**config.mk**
```make
export PLATFORM = sky130hd
export DESIGN_NAME = ccrb_register_bank
export DESIGN_NICKNAME = d
export VERILOG_FILES = /design/src/ccrb_pkg.sv /design/src/ccrb_register_bank.sv
export VERILOG_INCLUDE_DIRS = /design/src
export SDC_FILE = /design/constraint.sdc
export NUM_CORES = 1
export LEC_CHECK = 0
export ABC_CLOCK_PERIOD_IN_PS = 3200
export BUFFER_PORTS_ARGS = -buffer_cell sky130_fd_sc_hd__buf_2
export CAP_MARGIN = 20
export CORE_ASPECT_RATIO = 1.1
export CORE_MARGIN = 2
export CORE_UTILIZATION = 51
export DETAILED_ROUTE_END_ITERATION = 8
export PLACE_DENSITY_LB_ADDON = 0.1
export SETUP_SLACK_MARGIN = 0.02
export SLEW_MARGIN = 10
export SYNTH_ARGS = -nofsm -noshare
export SYNTH_HDL_FRONTEND = slang
export SYNTH_SLANG_ARGS = --single-unit
```
**constraint.sdc**
```tcl
create_clock -name clk -period 3.2 [get_ports clk]
set_input_delay 0.48 -clock clk [delete_from_list [all_inputs] [get_ports clk]]
set_output_delay 0.48 -clock clk [all_outputs]
set_load 0.01 [all_outputs]
```
**src/ccrb_regs.svh**
```systemverilog
`ifndef CCRB_REGS_SVH
`define CCRB_REGS_SVH
// Contract
// - low-frequency pulse disable resets to 0; register reset restores it, watchdog does not.
// - host writes 1 to kick; device restarts watchdog and clears kick bit itself.
// - top-off duration: 00 off (reset), 01 15 min, 10 30 min, 11 45 min.
// - min system voltage 6.0 V plus 100 mV per count, reset 7.0 V, watchdog-proof.
// - temperature profile register at 08h resets to 0Dh; register reset and watchdog restore it.
// - hot threshold: 00 34.75 default, 01 37.75, 10 31.25 percent, 11 protection off.
// - cold threshold: 0 selects 77 percent (default), 1 selects 80 percent.
// - warm voltage: 00 suspend, 01 8.0 V default, 10 8.3 V, 11 target unchanged.
// - warm current: 0 limits to 40 percent, 1 (default) allows 100 percent.
// - cool current: 00 suspend, 01 20 percent default, 10 40, 11 100 percent.
// - source current limit 0.5 A plus 100 mA per count, up to 2.0 A, reset 2 A.
// - source voltage 4.5 V plus 100 mV per count, reset 5.1 V, clamp at 5.5 V.
// - source limit register at 09h resets to F6h; register reset and watchdog restore it.
// - optimized input limit read-only, 500 mA plus 100 mA per count, resets never touch it; rst here still loads zero.
// - register 0Ah low five bits have no fixed reset; upper three read zero.
// - reserved bits of 0Ah always read 0.
// - watchdog period: 00 disabled, 01 40 s default, 10 80 s, 11 160 s.

`define CCRB_ADDR_TIMER_SYS 8'h07
`define CCRB_ADDR_TEMP_PROFILE 8'h08
`define CCRB_ADDR_SOURCE_LIMITS 8'h09
`define CCRB_ADDR_OPT_INPUT 8'h0a

`define CCRB_BIT_LOWFREQ_DIS 7
`define CCRB_BIT_WD_KICK 6
`define CCRB_POS_TOPOFF 4
`define CCRB_POS_MINSYS 0
`define CCRB_POS_HOT 6
`define CCRB_BIT_COLD 5
`define CCRB_POS_WARM_V 3
`define CCRB_BIT_WARM_I 2
`define CCRB_POS_COOL_I 0
`define CCRB_POS_SRC_I 4
`define CCRB_POS_SRC_V 0

`define CCRB_RST_LOWFREQ_DIS 1'h0
`define CCRB_RST_TOPOFF 2'h0
`define CCRB_RST_MINSYS 4'ha
`define CCRB_RST_TEMP_PROFILE 8'h0d
`define CCRB_RST_SOURCE_LIMITS 8'hf6
`define CCRB_SRC_V_MAX_CODE 4'ha
`define CCRB_WD_PERIOD_DEFAULT 2'h1

`define CCRB_TOPOFF_STEP_MIN 8'h0f
`define CCRB_SRC_I_BASE_MA 12'h1f4
`define CCRB_SRC_V_BASE_MV 13'h1194
`define CCRB_MINSYS_BASE_MV 13'h1770
`define CCRB_OPT_BASE_MA 12'h1f4
`define CCRB_STEP_100 12'h064

`define CCRB_CLK_HZ 36'd200000000
`define CCRB_WD_BASE_S 36'd40
`define CCRB_WD_BASE_CYCLES (`CCRB_WD_BASE_S * `CCRB_CLK_HZ)
`endif

```
**src/ccrb_pkg.sv**
```systemverilog
package ccrb_pkg;
   typedef enum logic [1:0] {
      CCRB_WD_OFF = 2'h0,
      CCRB_WD_40S = 2'h1,
      CCRB_WD_80S = 2'h2,
      CCRB_WD_160S = 2'h3
   } ccrb_wd_period_t;

   typedef struct packed {
      logic lowfreqPulseDisable;
      logic watchdogKick;
      logic [1:0] topoffDuration;
      logic [3:0] minSystemVoltage;
      logic [7:0] tempProfile;
      logic [7:0] sourceLimits;
      logic [4:0] optimizedInputLimit;
      logic [37:0] wdCount;
      ccrb_wd_period_t wdPeriodSeen;
      logic wdExpired;
      logic [7:0] rdData;
   } ccrb_state_t;
endpackage

```
**src/ccrb_register_bank.sv**
```systemverilog
`timescale 1ns/1ps
`include "ccrb_regs.svh"
module ccrb_register_bank
   import ccrb_pkg::*;
#(
   parameter logic [37:0] WD_BASE_CYCLES = 38'(`CCRB_WD_BASE_CYCLES)
)(
   // clock and reset
   input wire logic clk,
   input wire logic rst,
   // register access from serial front end
   input wire logic regWrite,
   input wire logic regRead,
   input wire logic [7:0] regAddr,
   input wire logic [7:0] regWrData,
   output logic [7:0] regRdData,
   // commands and inputs from the rest of the charger
   input wire logic regResetCmd,
   input wire logic [1:0] watchdogPeriod,
   input wire logic [4:0] optimizedInputLimitIn,
   // watchdog
   output logic watchdogExpired,
   output logic watchdogKickSeen,
   // configuration fields
   output logic lowfreqPulseDisable,
   output logic [1:0] topoffDuration,
   output logic [3:0] minSystemVoltage,
   output logic [1:0] hotThresholdSel,
   output logic coldThresholdSel,
   output logic [1:0] warmVoltageSel,
   output logic warmCurrentSel,
   output logic [1:0] coolCurrentSel,
   output logic [3:0] sourceCurrentLimit,
   output logic [3:0] sourceVoltageLevel,
   output logic [4:0] optimizedInputLimit,
   // decoded values
   output logic [7:0] topoffMinutes,
   output logic [12:0] minSystemMv,
   output logic [11:0] sourceCurrentMa,
   output logic [12:0] sourceVoltageMv,
   output logic [11:0] optimizedInputMa,
   output logic hotProtectEnable
);

   ccrb_state_t cur;
   ccrb_state_t next_cur;

   // period code to cycle limit; 00 yields zero and disables
   function automatic logic [37:0] wdLimit(input ccrb_wd_period_t p);
      unique case (p)
         CCRB_WD_OFF: wdLimit = 38'h0;
         CCRB_WD_40S: wdLimit = WD_BASE_CYCLES;
         CCRB_WD_80S: wdLimit = WD_BASE_CYCLES << 1;
         CCRB_WD_160S: wdLimit = WD_BASE_CYCLES << 2;
      endcase
   endfunction

   // base plus 100 per count, in mA or mV
   function automatic logic [12:0] stepScale(input logic [12:0] base, input logic [4:0] code);
      stepScale = base + 13'(code) * 13'(`CCRB_STEP_100);
   endfunction

   logic wr07;
   logic wr08;
   logic wr09;
   logic kickWrite;
   logic [37:0] limit;
   logic periodChanged;
   logic [3:0] srcVClamped;

   assign wr07 = regWrite && regAddr == `CCRB_ADDR_TIMER_SYS;
   assign wr08 = regWrite && regAddr == `CCRB_ADDR_TEMP_PROFILE;
   assign wr09 = regWrite && regAddr == `CCRB_ADDR_SOURCE_LIMITS;
   assign kickWrite = wr07 && regWrData[`CCRB_BIT_WD_KICK];
   assign limit = wdLimit(ccrb_wd_period_t'(watchdogPeriod));
   assign periodChanged = watchdogPeriod != cur.wdPeriodSeen;

   always_comb
   begin
      next_cur = cur;
      next_cur.wdExpired = 1'b0;
      // kick lasts one cycle, then clears itself
      next_cur.watchdogKick = 1'b0;
      // status sampled every cycle; no reset command reaches it
      next_cur.optimizedInputLimit = optimizedInputLimitIn;
      next_cur.wdPeriodSeen = ccrb_wd_period_t'(watchdogPeriod);

      // host writes; 0Ah and unknown addresses drop the data
      if (wr07)
      begin
         next_cur.lowfreqPulseDisable = regWrData[`CCRB_BIT_LOWFREQ_DIS];
         next_cur.watchdogKick = regWrData[`CCRB_BIT_WD_KICK];
         next_cur.topoffDuration = regWrData[`CCRB_POS_TOPOFF +: 2];
         next_cur.minSystemVoltage = regWrData[`CCRB_POS_MINSYS +: 4];
      end
      if (wr08)
         next_cur.tempProfile = regWrData;
      if (wr09)
         next_cur.sourceLimits = regWrData;

      // watchdog: kick, reset command or period change restart it
      if (kickWrite || regResetCmd || periodChanged || limit == 38'h0)
         next_cur.wdCount = 38'h0;
      else if (cur.wdCount >= limit - 38'h1)
      begin
         next_cur.wdCount = 38'h0;
         next_cur.wdExpired = 1'b1;
      end
      else
         next_cur.wdCount = cur.wdCount + 38'h1;

      // expiry restores only the watchdog-resettable fields
      if (cur.wdExpired)
      begin
         next_cur.watchdogKick = 1'b0;
         next_cur.topoffDuration = `CCRB_RST_TOPOFF;
         next_cur.tempProfile = `CCRB_RST_TEMP_PROFILE;
         next_cur.sourceLimits = `CCRB_RST_SOURCE_LIMITS;
      end

      // register reset wins over any write in the same cycle
      if (regResetCmd)
      begin
         next_cur.lowfreqPulseDisable = `CCRB_RST_LOWFREQ_DIS;
         next_cur.watchdogKick = 1'b0;
         next_cur.topoffDuration = `CCRB_RST_TOPOFF;
         next_cur.minSystemVoltage = `CCRB_RST_MINSYS;
         next_cur.tempProfile = `CCRB_RST_TEMP_PROFILE;
         next_cur.sourceLimits = `CCRB_RST_SOURCE_LIMITS;
      end

      // read data registered; unmapped reads return zero
      if (regRead)
      begin
         unique case (regAddr)
            `CCRB_ADDR_TIMER_SYS: next_cur.rdData = {cur.lowfreqPulseDisable, cur.watchdogKick,
                                                     cur.topoffDuration, cur.minSystemVoltage};
            `CCRB_ADDR_TEMP_PROFILE: next_cur.rdData = cur.tempProfile;
            `CCRB_ADDR_SOURCE_LIMITS: next_cur.rdData = cur.sourceLimits;
            `CCRB_ADDR_OPT_INPUT: next_cur.rdData = {3'h0, cur.optimizedInputLimit};
            default: next_cur.rdData = 8'h00;
         endcase
      end
   end

   // status field has no documented reset; zero keeps sim clean
   always_ff @(posedge clk or posedge rst)
   begin
      if (rst)
      begin
         cur <= '0;
         cur.minSystemVoltage <= `CCRB_RST_MINSYS;
         cur.tempProfile <= `CCRB_RST_TEMP_PROFILE;
         cur.sourceLimits <= `CCRB_RST_SOURCE_LIMITS;
         cur.wdPeriodSeen <= CCRB_WD_40S;
      end
      else
         cur <= next_cur;
   end

   assign regRdData = cur.rdData;
   assign watchdogExpired = cur.wdExpired;
   assign watchdogKickSeen = cur.watchdogKick;

   assign lowfreqPulseDisable = cur.lowfreqPulseDisable;
   assign topoffDuration = cur.topoffDuration;
   assign minSystemVoltage = cur.minSystemVoltage;
   assign hotThresholdSel = cur.tempProfile[`CCRB_POS_HOT +: 2];
   assign coldThresholdSel = cur.tempProfile[`CCRB_BIT_COLD];
   assign warmVoltageSel = cur.tempProfile[`CCRB_POS_WARM_V +: 2];
   assign warmCurrentSel = cur.tempProfile[`CCRB_BIT_WARM_I];
   assign coolCurrentSel = cur.tempProfile[`CCRB_POS_COOL_I +: 2];
   assign sourceCurrentLimit = cur.sourceLimits[`CCRB_POS_SRC_I +: 4];
   assign sourceVoltageLevel = cur.sourceLimits[`CCRB_POS_SRC_V +: 4];
   assign optimizedInputLimit = cur.optimizedInputLimit;

   // code 11 turns off source-mode thermal protection
   assign hotProtectEnable = hotThresholdSel != 2'h3;
   assign topoffMinutes = 8'(topoffDuration) * `CCRB_TOPOFF_STEP_MIN;
   assign minSystemMv = stepScale(`CCRB_MINSYS_BASE_MV, {1'b0, minSystemVoltage});
   // codes decode unclamped; top code 15 already gives 2.0 A
   assign sourceCurrentMa = 12'(stepScale(13'(`CCRB_SRC_I_BASE_MA), {1'b0, sourceCurrentLimit}));
   assign srcVClamped = (sourceVoltageLevel > `CCRB_SRC_V_MAX_CODE) ? `CCRB_SRC_V_MAX_CODE
                        : sourceVoltageLevel;
   assign sourceVoltageMv = stepScale(`CCRB_SRC_V_BASE_MV, {1'b0, srcVClamped});
   assign optimizedInputMa = 12'(stepScale(13'(`CCRB_OPT_BASE_MA), optimizedInputLimit));

endmodule // ccrb_register_bank

```
==> run metrics <==
outcome finished, violations left; violated checks negative setup slack; IO Count 125; global-route wire length before repair 24300 µm; CTS tree yes; Vias/cell around 5.4; Async S/R FF share, synth 1.00; clk buf depth 2; Synth cell types 56; Fmax achieved 296 MHz; most frequent cells in the layout buf_2 (112), dfrtp_1 (64), ha_1 (63), nand2_1 (61), nor2_1 (51); DRT iter0 DRCs 261; final period utilization 1.06; initial core utilization 0.516; Slowest-stage cell, CP dfstp_2; initial antenna violation count 0; Die ar. 13000 µm²; worst hold path class in -> async; most common cell after layout, fill and taps aside buf_2; Crit Reg-Reg Endpoint cur[39]; final worst clock skew ~0.009 ns; Die H 119 µm; Critical Path End Type primary output; # rows 42; n_diodes 0; Total GRT Usage 0.237; ys flop type dfrtp_1; worst setup path class reg -> out; sequential fraction of the synthesis area 0.319; Yosys Warn Count 0; crit-path most repeated cell ha_4; drt pass-1 iters 5; clk sinks slightly below 80; Flop pwr share 0.383; slowest stage delay, CP 0.55 ns; Max Cap Viol 0; Clk network pwr share 0.455; Cell Area, Placed between 6000 and 7000 µm²; grt total ovfl 0; Num CTS Buffers 9; Pleak 3.64 nW; Routed WL 15400 µm; FF-to-FF path depth 6; worst-path maximum fanout 5; RSZ-0062 raised after global routing true; number of synthesized flops with an enable pin 0; via count of the routed design 5210; FILL cells between 1000 and 1500; #FFs+latches synth 78; peak supply drop 0.237 mV; crit path launch type register; root buffer cell clkbuf_16; Net Sw Power 0.000650 W; RePlAce Congestion 0.852; Die W 109 µm; Core ar. around 12000 µm²; share of layout cells above drive strength 1 0.321; WP data required 2.72 ns; slew at the pin closest to its max-slew limit 0.819 ns; post-route DRC violation count 0; Design Area, Final 7640 µm²; dpl hpwl roughly 11000 µm; reg2reg start cur[19]; Nets 917; P&R area growth vs syn 24.1%; largest net degree at the start of global routing 32; Antenna Nets Post-Route 0; r2r setup slk 0.75 ns; PortBufs 112; Finished Core Util 0.641; Tmin final 3.38 ns; post-synthesis instance total 682; Syn Std Cell Area 6160 µm²; Hold Fails Final Rpt 0; CP Data Arrival Time 2.90 ns; P per Cell Area 342 nW/µm²; Skew-Pair Late Insertion Delay 0.33 ns; Reg clk slew, reported paths 0.06 ns; CTS H-tree depth 3; design internal power 0.00196 W; combinational power share 0.162; max-slew violation count 0; average size of a mapped cell 9.03 µm²; final worst slack -0.181 ns; WL per Instance 16.0 µm; Setup violations, final 4; switching portion of total power 0.249; Slew HR 0.450; CP cell instances o21ai_2, and2_4, ha_4, ha_4, fa_2, a31oi_4, nor2b_4, o22ai_2, a221o_1, buf_2; vias in the first global route 5028; Setup WS pre-CTS -0.0166 ns
[cells in the mapped netlist, drive strengths merged, types with 6 or more instances]
cell type,number,area [µm²]
a22o,6,52.6
a31oi,6,37.5
ha,84,1050
a21o,6,45.0
dfstp,12,315
nand4,14,87.6
nor2,55,206
nand2,66,258
nand3,42,210
inv,47,176
xnor2,35,307
buf,58,417
dfrtp,66,1650
a21oi,40,200
o22ai,9,56.3
nor3,13,81.3
and3,9,56.3
xor2,44,385
[kinds of logic after synthesis]
group | synth area share
XOR/XNOR | 0.112
other | 0.00122
adder cells (fa/ha/maj) | 0.184
flip-flops | 0.319
buffers and inverters | 0.0988
AND/OR/NAND/NOR | 0.189
AO/OA/AOI/OAI | 0.0951
[worst max-delay path by stage]
stage / slack (ns) / from / to
3_3_place_gp: 0.05 / sourceVoltageLevel[1] / sourceVoltageMv[10]
6_report: -0.18 / sourceVoltageLevel[2] / sourceVoltageMv[10]
2_1_floorplan: 0.08 / sourceVoltageLevel[1] / sourceVoltageMv[10]
5_1_grt: -0.29 / sourceVoltageLevel[2] / sourceVoltageMv[10]
3_5_place_dp: -0.02 / sourceVoltageLevel[1] / sourceVoltageMv[10]
4_1_cts: -0.16 / sourceVoltageLevel[2] / sourceVoltageMv[10]
[timing repair]
item	CTS	global route
hold buffers	0	0
endpoints found under the hold margin	0	0
pin swaps	24	21
setup buffers	16	10
resized for setup	45	30
setup endpoints to repair	8	11
[sequential cells by signal, indices dropped and copies added, names as in the netlist]
register / flops
lowfreqPulseDisable: 1
coolCurrentSel: 2
sourceCurrentLimit: 4
regRdData: 8
cur: 40
optimizedInputLimit: 5
sourceVoltageLevel: 4
hotThresholdSel: 2
warmCurrentSel: 1
minSystemVoltage: 4
watchdogExpired: 1
watchdogKickSeen: 1
coldThresholdSel: 1
topoffDuration: 2
warmVoltageSel: 2
[metrics by stage]
step,instances,setup TNS [ns],hold slack [ns],power [W]
floorplan,692,0,0.471,0.00124
global placement,918,0,0.488,0.00134
detailed placement,918,-0.0166,0.495,0.00135
CTS,950,-0.221,0.246,0.00259
global route,960,-0.888,0.238,0.00271
finish,960,-0.417,0.240,0.00261
[critical path, delay by kind of cell, from the launching register on]
| kind | cells | cell delay, ns |
|---|---|---|
| buffers and inverters | 1 | 0.14 |
| DFF | 1 | 0.55 |
| AOI/OAI and AO/OA | 4 | 0.67 |
| adders and majority gates | 3 | 0.85 |
| and+or+nand+nor | 2 | 0.36 |
[routing by layer]
metal	up-vias	global-route usage	routed length [µm]
met5	-	0	0
met4	0	0.0665	233
met3	20	0.0460	754
met2	149	0.429	8100
met1	2509	0.281	6270
li1	2532	-	-
[layout make-up]
class / count / area (µm²) / share of cell area
Clock inverter: 6 / 109 / 0.0142
Clock buffer: 10 / 239 / 0.0313
Inverter: 47 / 176 / 0.0231
Timing Repair Buffer: 160 / 940 / 0.123
Tap cell: 154 / 193 / 0.0252
Sequential cell: 78 / 1970 / 0.258
Multi-Input combinational cell: 505 / 4020 / 0.525
[power by group through the flow]
| stage | combinational [W] | clock, W | sequential, W |
|---|---|---|---|
| after floorplan | 0.000224 | 0 | 0.00102 |
| after global placement | 0.000321 | 0 | 0.00102 |
| after detailed placement | 0.000329 | 0 | 0.00102 |
| after CTS | 0.000386 | 0.00120 | 0.000999 |
| after global routing | 0.000464 | 0.00125 | 0.00100 |
| final | 0.000424 | 0.00119 | 0.00100 |
No activity file was read; power rests on OpenSTA's default activity.
